## src/ptpc_pkg.sv

```systemverilog
// Purpose: shared constants and carrier types of the periodic timer, pulse and capture unit
// Assumes: one system clock, synchronous active-low reset
// Notes:   every offset-free field and count used by more than one file lives here

package ptpc_pkg;

  // --------------------------------------------------------------------------
  // counter geometry
  // --------------------------------------------------------------------------
  localparam int         CNT_W      = 10;
  localparam logic [9:0] CNT_MAX    = 10'h3FF;
  localparam logic [9:0] CNT_ZERO   = 10'h000;
  localparam logic [9:0] CNT_ONE    = 10'h001;
  localparam logic [9:0] CMPA_RESET = 10'h000;

  // --------------------------------------------------------------------------
  // operating modes, coded as mode_select_hi:mode_select_lo
  // --------------------------------------------------------------------------
  typedef enum logic [1:0] {
    PTPC_MODE_COMPARE = 2'b00,
    PTPC_MODE_CAPTURE = 2'b01,
    PTPC_MODE_PWM     = 2'b10,
    PTPC_MODE_TIMER   = 2'b11
  } ptpc_mode_t;

  // --------------------------------------------------------------------------
  // io control field codes, meaning depends on mode
  // --------------------------------------------------------------------------
  localparam logic [1:0] IO_CMP_NONE     = 2'h0;
  localparam logic [1:0] IO_CMP_INACTIVE = 2'h1;
  localparam logic [1:0] IO_CMP_ACTIVE   = 2'h2;
  localparam logic [1:0] IO_CMP_TOGGLE   = 2'h3;
  localparam logic [1:0] IO_PWM_FORCE_LO = 2'h0;
  localparam logic [1:0] IO_PWM_FORCE_HI = 2'h1;
  localparam logic [1:0] IO_PWM_WAVE     = 2'h2;
  localparam logic [1:0] IO_SINGLE_PULSE = 2'h3;
  localparam logic [1:0] IO_CAP_RISE     = 2'h0;
  localparam logic [1:0] IO_CAP_FALL     = 2'h1;
  localparam logic [1:0] IO_CAP_BOTH     = 2'h2;
  localparam logic [1:0] IO_CAP_NONE     = 2'h3;

  // --------------------------------------------------------------------------
  // timer clock divider: terminal counts for divide by 1, 4, 16, 64
  // --------------------------------------------------------------------------
  localparam logic [5:0] DIV_RESET = 6'h00;
  localparam logic [5:0] DIV_TC_1  = 6'h00;
  localparam logic [5:0] DIV_TC_4  = 6'h03;
  localparam logic [5:0] DIV_TC_16 = 6'h0F;
  localparam logic [5:0] DIV_TC_64 = 6'h3F;

  // --------------------------------------------------------------------------
  // carriers
  // --------------------------------------------------------------------------
  typedef struct packed {
    ptpc_mode_t modeSelect;          // mode_select_hi, mode_select_lo
    logic [1:0] ioControlField;      // io_control_hi, io_control_lo
    logic       outputControlBit;    // active level of the output
    logic       outputPolarityBit;   // inverts the output pin
    logic       counterClearSelect;  // compare mode: clear on A instead of P
    logic       captureSourceSelect; // picks one of two external pins
    logic [1:0] clockDivSelect;      // timer clock divide 1/4/16/64
  } ptpc_ctrl_t;

  typedef struct packed {
    logic [9:0] counterValue;
    logic [9:0] compareAValue;
    logic       counterRunBit;
  } ptpc_status_t;

endpackage

```

## src/ptpc_timer.sv

```systemverilog
// Purpose: 10-bit periodic timer with compare, PWM, single pulse and capture modes
// Assumes: control bits are plain ports; software writes reach the run bit and compare A as strobes
// Notes:   counter advances on a divided timer tick; pins pass a three-flop filter

`timescale 1ns/100ps

module ptpc_timer (
  input  wire logic                 clk_sys,           // system clock, 25 MHz
  input  wire logic                 rst_n,             // synchronous reset, active low
  input  wire ptpc_pkg::ptpc_ctrl_t ctrl,              // mode and control bits
  input  wire logic                 runWrite,          // software write strobe to run bit
  input  wire logic                 runWriteData,      // value written to run bit
  input  wire logic                 compareAWrite,     // software write strobe to compare A
  input  wire logic [9:0]           compareAWriteData, // value written to compare A
  input  wire logic [9:0]           compareP,          // compare P value
  input  wire logic [1:0]           timerExtPin,       // external timer pins
  output ptpc_pkg::ptpc_status_t    status,            // counter, compare A, run bit
  output logic                      timerOutPin,       // timer output pin level
  output logic                      timerOutEnable,    // high while the output pin is driven
  output logic                      irqCompareA,       // pulse: compare A match or capture
  output logic                      irqCompareP        // pulse: compare P match
);

  // --------------------------------------------------------------------------
  // helpers
  // --------------------------------------------------------------------------
  function automatic logic [9:0] incCount(input logic [9:0] value);
    incCount = value + ptpc_pkg::CNT_ONE;
  endfunction

  function automatic logic isMatch(input logic [9:0] nextValue, input logic [9:0] target);
    isMatch = (nextValue == target);
  endfunction

  // --------------------------------------------------------------------------
  // declarations
  // --------------------------------------------------------------------------
  logic [5:0] divCount;
  logic [5:0] divLimit;
  logic       tick;
  logic [1:0] pinRise;
  logic [1:0] pinFall;
  logic       selRise;
  logic       selFall;
  logic       counterRunBit;
  logic       runPrev;
  logic       runRise;
  logic [9:0] counter;
  logic [9:0] compareAValue;
  logic [9:0] next_count;
  logic       countStep;
  logic       hitA;
  logic       hitP;
  logic       aNonZero;
  logic       pNonZero;
  logic       isCompare;
  logic       isCapture;
  logic       isPwm;
  logic       isSinglePulse;
  logic       clearHit;
  logic       edgeHit;
  logic       captureHit;
  logic       pulseSet;
  logic       pulseStop;
  logic       outState;
  logic       waveActive;
  logic       pinDriven;

  // --------------------------------------------------------------------------
  // timer clock divider
  // --------------------------------------------------------------------------
  always_comb begin
    unique case (ctrl.clockDivSelect)
      2'h0: divLimit = ptpc_pkg::DIV_TC_1;
      2'h1: divLimit = ptpc_pkg::DIV_TC_4;
      2'h2: divLimit = ptpc_pkg::DIV_TC_16;
      2'h3: divLimit = ptpc_pkg::DIV_TC_64;
    endcase
  end

  // >= so a smaller divide chosen mid-count cannot strand the counter
  always_ff @(posedge clk_sys) begin
    if (!rst_n) begin
      divCount <= ptpc_pkg::DIV_RESET;
    end else if (divCount >= divLimit) begin
      divCount <= ptpc_pkg::DIV_RESET;
    end else begin
      divCount <= divCount + 6'h01;
    end
  end

  assign tick = (divCount >= divLimit);

  // --------------------------------------------------------------------------
  // external pins
  // --------------------------------------------------------------------------
  // both filtered, a source switch finds settled levels
  for (genvar i = 0; i < 2; i++) begin : g_pin
    ptpc_pin_sync u_sync (
      .clk_sys  (clk_sys),
      .rst_n    (rst_n),
      .pinIn    (timerExtPin[i]),
      .pinLevel (),
      .pinRise  (pinRise[i]),
      .pinFall  (pinFall[i])
    );
  end

  // --------------------------------------------------------------------------
  // capture source
  // --------------------------------------------------------------------------
  // pin is sampled whatever its direction, so own output edges can capture
  assign selRise = pinRise[ctrl.captureSourceSelect];
  assign selFall = pinFall[ctrl.captureSourceSelect];

  // --------------------------------------------------------------------------
  // mode decode
  // --------------------------------------------------------------------------
  // timer mode is compare with the pin released
  always_comb begin
    isCompare     = 1'b0;
    isCapture     = 1'b0;
    isPwm         = 1'b0;
    isSinglePulse = 1'b0;
    unique case (ctrl.modeSelect)
      ptpc_pkg::PTPC_MODE_COMPARE: isCompare = 1'b1;
      ptpc_pkg::PTPC_MODE_TIMER:   isCompare = 1'b1;
      ptpc_pkg::PTPC_MODE_CAPTURE: isCapture = 1'b1;
      ptpc_pkg::PTPC_MODE_PWM: begin
        isSinglePulse = (ctrl.ioControlField == ptpc_pkg::IO_SINGLE_PULSE);
        isPwm         = (ctrl.ioControlField != ptpc_pkg::IO_SINGLE_PULSE);
      end
    endcase
  end

  // --------------------------------------------------------------------------
  // match detection
  // --------------------------------------------------------------------------
  assign runRise    = counterRunBit && !runPrev;
  assign countStep  = counterRunBit && tick && !runRise;
  assign next_count = incCount(counter);
  assign aNonZero   = (compareAValue != ptpc_pkg::CNT_ZERO);
  assign pNonZero   = (compareP != ptpc_pkg::CNT_ZERO);
  // next value compared: event and load share one tick
  assign hitA       = countStep && isMatch(next_count, compareAValue);
  // a zero compare P never matches, the counter wraps through 3FF instead
  assign hitP       = countStep && pNonZero && isMatch(next_count, compareP);

  always_comb begin
    clearHit = 1'b0;
    if (isCompare) begin
      clearHit = ctrl.counterClearSelect ? (hitA && aNonZero) : hitP;
    end else if (isCapture || isPwm) begin
      clearHit = hitP;
    end
  end

  // --------------------------------------------------------------------------
  // capture edge select
  // --------------------------------------------------------------------------
  always_comb begin
    unique case (ctrl.ioControlField)
      ptpc_pkg::IO_CAP_RISE: edgeHit = selRise;
      ptpc_pkg::IO_CAP_FALL: edgeHit = selFall;
      ptpc_pkg::IO_CAP_BOTH: edgeHit = selRise || selFall;
      ptpc_pkg::IO_CAP_NONE: edgeHit = 1'b0;
    endcase
  end

  assign captureHit = isCapture && counterRunBit && edgeHit;

  // --------------------------------------------------------------------------
  // run bit
  // --------------------------------------------------------------------------
  assign pulseSet  = isSinglePulse && selRise;
  assign pulseStop = isSinglePulse && hitA;

  // pin set beats a same-cycle software clear so no trigger is lost
  always_ff @(posedge clk_sys) begin
    if (!rst_n) begin
      counterRunBit <= 1'b0;
    end else if (pulseSet) begin
      counterRunBit <= 1'b1;
    end else if (runWrite) begin
      counterRunBit <= runWriteData;
    end else if (pulseStop) begin
      counterRunBit <= 1'b0;
    end
  end

  // --------------------------------------------------------------------------
  // run edge tracking
  // --------------------------------------------------------------------------
  // edge seen one clock late: a clean zero cycle
  always_ff @(posedge clk_sys) begin
    if (!rst_n) begin
      runPrev <= 1'b0;
    end else begin
      runPrev <= counterRunBit;
    end
  end

  // --------------------------------------------------------------------------
  // counter
  // --------------------------------------------------------------------------
  // single pulse never clears here: it stops with the run bit and holds
  always_ff @(posedge clk_sys) begin
    if (!rst_n) begin
      counter <= ptpc_pkg::CNT_ZERO;
    end else if (runRise) begin
      counter <= ptpc_pkg::CNT_ZERO;
    end else if (countStep) begin
      if (clearHit && !isSinglePulse) begin
        counter <= ptpc_pkg::CNT_ZERO;
      end else begin
        counter <= next_count;
      end
    end
  end

  // --------------------------------------------------------------------------
  // compare A register
  // --------------------------------------------------------------------------
  // capture wins over a same-cycle software write
  always_ff @(posedge clk_sys) begin
    if (!rst_n) begin
      compareAValue <= ptpc_pkg::CMPA_RESET;
    end else if (captureHit) begin
      compareAValue <= counter;
    end else if (compareAWrite) begin
      compareAValue <= compareAWriteData;
    end
  end

  // --------------------------------------------------------------------------
  // interrupt pulses
  // --------------------------------------------------------------------------
  // pulses only; the flag owner latches them
  always_ff @(posedge clk_sys) begin
    if (!rst_n) begin
      irqCompareA <= 1'b0;
      irqCompareP <= 1'b0;
    end else begin
      irqCompareA <= (isSinglePulse && hitA)
                   || (isPwm && hitA)
                   || (isCompare && hitA && aNonZero)
                   || captureHit;
      irqCompareP <= (isCapture && hitP)
                   || (isPwm && hitP)
                   || (isCompare && hitP && !ctrl.counterClearSelect);
    end
  end

  // --------------------------------------------------------------------------
  // compare mode output state
  // --------------------------------------------------------------------------
  always_ff @(posedge clk_sys) begin
    if (!rst_n) begin
      outState <= 1'b0;
    end else if (runRise) begin
      outState <= 1'b0;
    end else if (isCompare && hitA && aNonZero) begin
      unique case (ctrl.ioControlField)
        ptpc_pkg::IO_CMP_NONE:     outState <= outState;
        ptpc_pkg::IO_CMP_INACTIVE: outState <= 1'b0;
        ptpc_pkg::IO_CMP_ACTIVE:   outState <= 1'b1;
        ptpc_pkg::IO_CMP_TOGGLE:   outState <= !outState;
      endcase
    end
  end

  // --------------------------------------------------------------------------
  // output waveform
  // --------------------------------------------------------------------------
  // counter keeps running under forced levels, so releasing keeps the period
  always_comb begin
    waveActive = 1'b0;
    if (isSinglePulse) begin
      waveActive = counterRunBit && !runRise ? 1'b1 : counterRunBit;
    end else if (isPwm) begin
      unique case (ctrl.ioControlField)
        ptpc_pkg::IO_PWM_FORCE_LO: waveActive = 1'b0;
        ptpc_pkg::IO_PWM_FORCE_HI: waveActive = 1'b1;
        ptpc_pkg::IO_PWM_WAVE:     waveActive = counterRunBit && !runRise && (counter < compareAValue);
        ptpc_pkg::IO_SINGLE_PULSE: waveActive = 1'b0;
      endcase
    end else if (isCompare) begin
      waveActive = outState;
    end
  end

  // capture and timer modes have no output function
  assign pinDriven = isSinglePulse || isPwm || (ctrl.modeSelect == ptpc_pkg::PTPC_MODE_COMPARE);

  // --------------------------------------------------------------------------
  // output pin register
  // --------------------------------------------------------------------------
  // registered so mode changes never glitch the pin
  always_ff @(posedge clk_sys) begin
    if (!rst_n) begin
      timerOutPin    <= 1'b0;
      timerOutEnable <= 1'b0;
    end else begin
      timerOutEnable <= pinDriven;
      if (pinDriven) begin
        timerOutPin <= (waveActive ? ctrl.outputControlBit : !ctrl.outputControlBit)
                       ^ ctrl.outputPolarityBit;
      end else begin
        timerOutPin <= 1'b0;
      end
    end
  end

  // --------------------------------------------------------------------------
  // status
  // --------------------------------------------------------------------------
  assign status.counterValue  = counter;
  assign status.compareAValue = compareAValue;
  assign status.counterRunBit = counterRunBit;

endmodule

```

## src/ptpc_pin_sync.sv

```systemverilog
// Purpose: three-stage synchroniser with agreement filter and edge pulses
// Assumes: pinIn is asynchronous to clk_sys
// Notes:   a change counts once stages two and three agree

`timescale 1ns/100ps

module ptpc_pin_sync (
  input  wire logic clk_sys,  // system clock
  input  wire logic rst_n,    // synchronous reset, active low
  input  wire logic pinIn,    // raw external pin
  output logic      pinLevel, // filtered level
  output logic      pinRise,  // one-cycle pulse on accepted rise
  output logic      pinFall   // one-cycle pulse on accepted fall
);

  logic syncA;
  logic syncB;
  logic syncC;
  logic agree;

  // --------------------------------------------------------------------------
  // synchroniser chain and filtered level
  // --------------------------------------------------------------------------
  always_ff @(posedge clk_sys) begin
    if (!rst_n) begin
      syncA    <= 1'b0;
      syncB    <= 1'b0;
      syncC    <= 1'b0;
      pinLevel <= 1'b0;
    end else begin
      syncA <= pinIn;
      syncB <= syncA;
      syncC <= syncB;
      if (agree) begin
        pinLevel <= syncC;
      end
    end
  end

  // first stage is read only by the second
  assign agree   = (syncB == syncC);
  assign pinRise = agree && syncC && !pinLevel;
  assign pinFall = agree && !syncC && pinLevel;

endmodule

```

## config.mk

```make
export PLATFORM = sky130hd
export DESIGN_NAME = ptpc_timer
export DESIGN_NICKNAME = d
export VERILOG_FILES = /design/src/ptpc_pkg.sv /design/src/ptpc_timer.sv /design/src/ptpc_pin_sync.sv
export SDC_FILE = /design/constraint.sdc
export NUM_CORES = 1
export LEC_CHECK = 0
export BUFFER_PORTS_ARGS = -buffer_cell sky130_fd_sc_hd__buf_2
export CORE_MARGIN = 4
export CORE_UTILIZATION = 56
export CTS_CLUSTER_SIZE = 8
export DETAILED_ROUTE_END_ITERATION = 10
export PLACE_DENSITY = 0.85
export REMOVE_ABC_BUFFERS = 1
export SYNTH_ARGS = -nofsm -noshare
export SYNTH_HDL_FRONTEND = slang
export SYNTH_SLANG_ARGS = --single-unit
```

## constraint.sdc

```tcl
create_clock -name clk_sys -period 3.2 [get_ports clk_sys]
set_input_delay 0.16 -clock clk_sys [delete_from_list [all_inputs] [get_ports clk_sys]]
set_output_delay 0.16 -clock clk_sys [all_outputs]
set_load 0.05 [all_outputs]
```

; Yosys cells after proc, flatten, opt, wreduce, memory -nomap -nowiden
; Cells that the tools add are included.
[classes]
n_div = 0
bitwise_logic = 3
reduce_logical = 61
n_shift = 0
multipliers = 0
n_addsub = 2
eq_ne = 14
muxes = 26
order_cmp = 3
[op_table]
columns = operator, count
row1 = two-way mux 10 bit, 3
row2 = logical AND 1 bit, 29
row3 = case mux 6 bit (4 select lines), 1
row4 = == test 10 bit, 2
row5 = nonzero test 10 bit, 2
row6 = two-way mux 1 bit, 19
row7 = == test 2 bit (second input constant), 6
row8 = adder 10 x 1 -> 10 bit (second input constant), 1
row9 = zero test 1 bit, 10
row10 = less-than comparator 10 bit, 1
row11 = logical OR 1 bit, 9
row12 = OR reduction 2 bit, 4
row13 = adder 6 x 1 -> 6 bit (second input constant), 1
row14 = == test 2 x 1 -> 1 bit (second input constant), 3
row15 = >= comparator 6 bit, 1
row16 = zero test 2 bit, 3
row17 = case mux 1 bit (3 select lines), 2
row18 = case mux 1 bit (4 select lines), 1
row19 = AND reduction 2 bit, 2
row20 = nonzero test 3 bit, 1
row21 = == test 1 bit, 2
row22 = less-than comparator 1 x 2 -> 1 bit (second input constant), 1
row23 = != test 2 bit (second input constant), 1
row24 = inverter 1 bit, 2
row25 = other kinds (2), 2
[word_totals]
memories = 0
regBits = 41
latchBits = 0
ram_bits = 0
word_cells = 127
rom_bits = 0
in_bits = 37
output_inout_bits = 25

; Depth between registers and ports, before layout
[depth]
depth_word = 11
ltp_mapped = 10
depth_no_buf = 10

; Modules after synthesis
; From an unflattened synthesis, not the netlist that was laid out.
[hier_totals]
hier_cells = 372
hier_area_um2 = 3098.0
[by_module_without_submodules]
columns = module, instances, area_each_um2, seq_area_each_um2, cells_each
row1 = ptpc_timer, 1, 2777.7, 660.6, 342
row2 = ptpc_pin_sync, 2, 160.2, 80.1, 15

; Worst setup path before layout
; No wires, ideal clock.
[synth_path]
path_kind = register to register
from = register counter[1]
to = register counter[2]
t_required_ns = 3.072
period_less_slack_ns = 2.685
arrival_ns = 2.557
slack_ns = 0.515
path_stages_with_launch = 10
path_buffers = 1
setup_time_ns = 0.128
path_cell_list = dfxtp_1 ha_1 buf_2 nand2_2 o21a_1 a221oi_2 nand4_1 or3_1 o31ai_4 nor2_1
[synth_via]
elab_chain_cells = 8
word_cells_on_any_way = 11
cone_classes = add/sub: 1 / eq/ne: 2 / mux: 4 / reduce/logical: 4
[synth_lines]
columns = item, line
row1 = "start, declared", ptpc_timer.sv:48  ; logic [9:0] counter;
row2 = "start signal, assigned", ptpc_timer.sv:209  ; counter <= ptpc_pkg::CNT_ZERO;
row3 = "start signal, assigned", ptpc_timer.sv:211  ; counter <= ptpc_pkg::CNT_ZERO;
row4 = "start signal, assigned", ptpc_timer.sv:214  ; counter <= ptpc_pkg::CNT_ZERO;
row5 = adder 10 x 1 -> 10 bit *, ptpc_timer.sv:28  ; incCount = value + ptpc_pkg::CNT_ONE;
row6 = == test 10 bit, ptpc_timer.sv:32  ; isMatch = (nextValue == target);
row7 = logical AND 1 bit, ptpc_timer.sv:145  ; assign hitA = countStep && isMatch(next_count, compareAValue);
row8 = logical AND 1 bit, ptpc_timer.sv:152  ; clearHit = ctrl.counterClearSelect ? (hitA && aNonZero) : hitP;
row9 = two-way mux 1 bit, ptpc_timer.sv:152
row10 = two-way mux 1 bit, ptpc_timer.sv:151  ; if (isCompare) begin
row11 = logical AND 1 bit, ptpc_timer.sv:213  ; if (clearHit && !isSinglePulse) begin
row12 = two-way mux 10 bit *, ptpc_timer.sv:213
; Every way passes the cells marked *; elsewhere a longest branch is shown, timed or not.
; A chain may end at the register's enable or synchronous reset.

; Worst setup path in the final report
[layout_path]
from = register counter[0]
to = register counter[6]
; Same word-level chain as after synthesis.

==> impl_metrics.json <==
{
  "cts_htree_levels": 2,
  "detailedPlace.worstSlack_ns": 0.537,
  "row_count": 26,
  "placer_s_final_routability_congestion_estimate": 1.01,
  "worst-r2r-setup-slack_ns": 0.50,
  "drt_drc_violations_left": 1,
  "antenna_fix_cells": 0,
  "postCtsHoldBufs": 0,
  "status": "finished, violations left",
  "number_of_distinct_library_cells_after_synthesis": 57,
  "setup_viol": 0,
  "mostFrequentLayoutCell": "sky130_fd_sc_hd__buf_2",
  "cp-end-kind": "register",
  "ys_seq_elements": 41,
  "floorplan.die_area_mm2": 0.00670,
  "cp.required_ns": 3.38,
  "drtPass1Iterations": 9,
  "timing.critical_path.slowest_stage_cell": "sky130_fd_sc_hd__dfxtp_1",
  "postSynth.asyncResetShare": 0,
  "seq_area_frac_synth": 0.269,
  "pin_slew_with_the_least_headroom_to_its_limit_ns": 0.610,
  "seq_area_um2": 821,
  "cts.clk_slew.worst_paths_ns": 0.09,
  "worst-path-max-fanout": 10,
  "cap_violations": 0,
  "final_cell_mix": "61 x sky130_fd_sc_hd__buf_2, 49 x sky130_fd_sc_hd__nor2_1, 41 x sky130_fd_sc_hd__dfxtp_1",
  "worst_hold_startpoint": "timerExtPin[1]",
  "initial_core_utilization": 0.587,
  "synth_edf_count": 0,
  "cts_made_buffers": 5,
  "slew_viols_final": 0,
  "yosysWarningCount": 0,
  "groute.usage.overall": 0.244,
  "setup_tns_ns": 0,
  "finalCoreUtilization": 0.678,
  "worst_hold_path_type": "in -> reg",
  "clk-insertion-delay-late_ns": 0.30,
  "leakage_power_of_the_design_nw": 1.53,
  "final_layout_size_suffix_gt1_frac": 0.199,
  "postPlaceCellArea_mm2": 0.00342,
  "core_region_area_mm2": 0.00520,
  "crit-reg2reg-launch": "counter[0]$_SDFFE_PP0P_",
  "largest_net_degree_at_the_start_of_global_routing": 22,
  "globalRoute.totalOverflow": 0,
  "crit_type": "reg -> reg",
  "timing.fmax_mhz": 371,
  "finalNetCount": 499,
  "num_io_pins": 62,
  "routed_via_density": 5.82,
  "route.vias.total": 2924,
  "critical_path.top_delay_family": "simple AND/OR/NAND/NOR gates",
  "die_y_um": 81.9,
  "hold_viol": 0,
  "area_delta_synth_final_pct": 15.5,
  "tritoncts": "built",
  "final_cell_area_excluding_filler_cells_mm2": 0.00353,
  "reg2reg_to": "counter[6]$_SDFFE_PP0P_",
  "post_drt_wl_per_cell_um": 15.3,
  "clock_sinks": 41,
  "cts_max_path_buffers": 2,
  "worstHoldEndpoint": "g_pin[1].u_sync.syncA$_SDFF_PN0_",
  "cell_by_cell_trace_of_the_critical_path": "ha_1, nand3_1, nor2_1, xnor2_1, nand4_1, or3_1, o31ai_4, nor2_1",
  "worst_r2r_path_depth": 8,
  "crit_arrival_ns": 2.87,
  "syn-instance-count": 372,
  "die_x_um": 81.9,
  "finalCritPeriodShare": 0.842,
  "synthesis.area_per_instance_um2": 8.22,
  "drtAntennaViolNets": 0,
  "critPathMostFrequentCell": "sky130_fd_sc_hd__nor2_1",
  "cp.buffers_inverters": 0,
  "antenna_found_initial": 0,
  "unrepaired_setup_endpoints_after_global_routing": "false",
  "clock_skew_ns": 0.0137,
  "fin_crit_ns": 2.70,
  "power-per-cell-area_mw_per_mm2": 340,
  "via_count_of_the_first_global_routing_pass": 2665,
  "failed_checks": "design-rule violations",
  "detailedRoute.firstIterationViolations": 220,
  "cts_post_setup_buffers_inserted": 0,
  "slew-limit-headroom": 0.589,
  "fill_cells": 467,
  "biggest_cell_delay_along_the_critical_path_ns": 0.50,
  "timing.critical_path.from_type": "register",
  "layout_setup_ws_ns": 0.505,
  "routed_wl_um": 7690,
  "synthFlopType": "sky130_fd_sc_hd__dfxtp_1",
  "grt_first_pass_wirelength_um": 12800,
  "cts-resized-gates": 0,
  "port_buffers": 61,
  "cts.root.buffer_cell": "sky130_fd_sc_hd__clkbuf_8",
  "multiInputGateArea_mm2": 0.00205,
  "post-dp-hpwl_um": 5920,
  "vdd_drop_max_v": 0.000180,
  "hold-path-cell-count": 2,
  "synth_area_mm2": 0.00306
}
[worst max-delay path by stage]
stage | start | to | slack [ns] | cells after the start
floorplan | counter[0]$_SDFFE_PP0P_ | counter[2]$_SDFFE_PP0P_ | 0.44 | 8
global placement | ctrl[1] | counter[5]$_SDFFE_PP0P_ | 0.62 | 10
detailed placement | counter[0]$_SDFFE_PP0P_ | counter[6]$_SDFFE_PP0P_ | 0.54 | 8
CTS | counter[0]$_SDFFE_PP0P_ | counter[6]$_SDFFE_PP0P_ | 0.53 | 8
global route | counter[0]$_SDFFE_PP0P_ | counter[6]$_SDFFE_PP0P_ | 0.31 | 8
finish | counter[0]$_SDFFE_PP0P_ | counter[6]$_SDFFE_PP0P_ | 0.50 | 8
[registers in the layout, summed over array words and instances (netlist names), 2 cells and up]
name                   count
g_pin.u_sync.syncB         2
g_pin.u_sync.syncC         2
divCount                   6
g_pin.u_sync.syncA         2
counter                   10
compareAValue             10
g_pin.u_sync.pinLevel      2
[cell families (layout without fill, tap and decap cells)]
| family | after synthesis | in the layout | synth area share |
|---|---|---|---|
| compound gates | 76 | 76 | 0.175 |
| xor+xnor | 35 | 35 | 0.100 |
| fa+ha+maj | 31 | 31 | 0.127 |
| buf+inv | 45 | 105 | 0.0622 |
| flops | 41 | 41 | 0.269 |
| mux | 11 | 11 | 0.0360 |
| simple gates | 133 | 133 | 0.231 |
[worst register-to-register path: cells and delay by family, from the launching register on]
kind	cells	cell delay, ns
AO/OA/AOI/OAI	1	0.37
adder cells (fa/ha/maj)	1	0.46
AND/OR/NAND/NOR	5	1.10
XOR/XNOR	1	0.15
flip-flops	1	0.50
[metrics by stage]
step | power (mW) | hold WS, ns | cells
finish | 1.20 | 0.0607 | 502
global route | 1.26 | 0.0495 | 502
CTS | 1.21 | 0.0568 | 502
global placement | 0.774 | 0.366 | 494
floorplan | 0.709 | 0.282 | 357
detailed placement | 0.781 | 0.372 | 494
[Yosys cell counts, types with 3 or more instances]
master / count / area share
sky130_fd_sc_hd__a2111oi_0: 3 / 0.0086
sky130_fd_sc_hd__a211o_1: 4 / 0.011
sky130_fd_sc_hd__a211oi_1: 6 / 0.015
sky130_fd_sc_hd__a21o_1: 3 / 0.0074
sky130_fd_sc_hd__a21oi_1: 25 / 0.041
sky130_fd_sc_hd__a31oi_1: 3 / 0.0061
sky130_fd_sc_hd__and2_1: 8 / 0.016
sky130_fd_sc_hd__and3_1: 6 / 0.012
sky130_fd_sc_hd__buf_2: 5 / 0.0082
sky130_fd_sc_hd__clkbuf_1: 6 / 0.0074
sky130_fd_sc_hd__dfxtp_1: 41 / 0.27
sky130_fd_sc_hd__ha_1: 31 / 0.13
sky130_fd_sc_hd__inv_1: 29 / 0.036
sky130_fd_sc_hd__mux2i_1: 11 / 0.036
sky130_fd_sc_hd__nand2_1: 10 / 0.012
sky130_fd_sc_hd__nand2b_1: 8 / 0.016
sky130_fd_sc_hd__nand3_1: 8 / 0.013
sky130_fd_sc_hd__nand3b_1: 3 / 0.0074
sky130_fd_sc_hd__nand4_1: 4 / 0.0082
sky130_fd_sc_hd__nor2_1: 49 / 0.060
sky130_fd_sc_hd__nor2b_1: 4 / 0.0082
sky130_fd_sc_hd__nor3_1: 6 / 0.0098
sky130_fd_sc_hd__nor3b_1: 3 / 0.0074
sky130_fd_sc_hd__nor4_1: 8 / 0.016
sky130_fd_sc_hd__nor4b_1: 3 / 0.0086
sky130_fd_sc_hd__o21a_1: 4 / 0.0098
sky130_fd_sc_hd__o21ai_0: 8 / 0.013
sky130_fd_sc_hd__o31ai_1: 3 / 0.0074
sky130_fd_sc_hd__or4_1: 3 / 0.0074
sky130_fd_sc_hd__xnor2_1: 25 / 0.072
sky130_fd_sc_hd__xor2_1: 10 / 0.029
[metal layers]
layer,vias up,track usage,routed length (um)
met4,0,0.0615,98
li1,1437,-,-
met3,10,0.0351,592
met2,118,0.381,3500
met5,-,0,0
met1,1359,0.350,3500
[area by class of cell]
| class | instances | share of cell area |
|---|---|---|
| Inverter | 30 | 0.0319 |
| Tap cell | 70 | 0.0248 |
| Sequential cell | 41 | 0.233 |
| Timing Repair Buffer | 67 | 0.0993 |
| Clock buffer | 5 | 0.0195 |
| Multi-Input combinational cell | 286 | 0.580 |
| Clock inverter | 3 | 0.0124 |
[power by group]
| group | switching [mW] | internal (mW) | total [mW] |
|---|---|---|---|
| Clock | 0.195 | 0.234 | 0.429 |
| Sequential | 0.0200 | 0.528 | 0.548 |
| Combinational | 0.132 | 0.0918 | 0.224 |
Power figures use the tool's default switching activity.
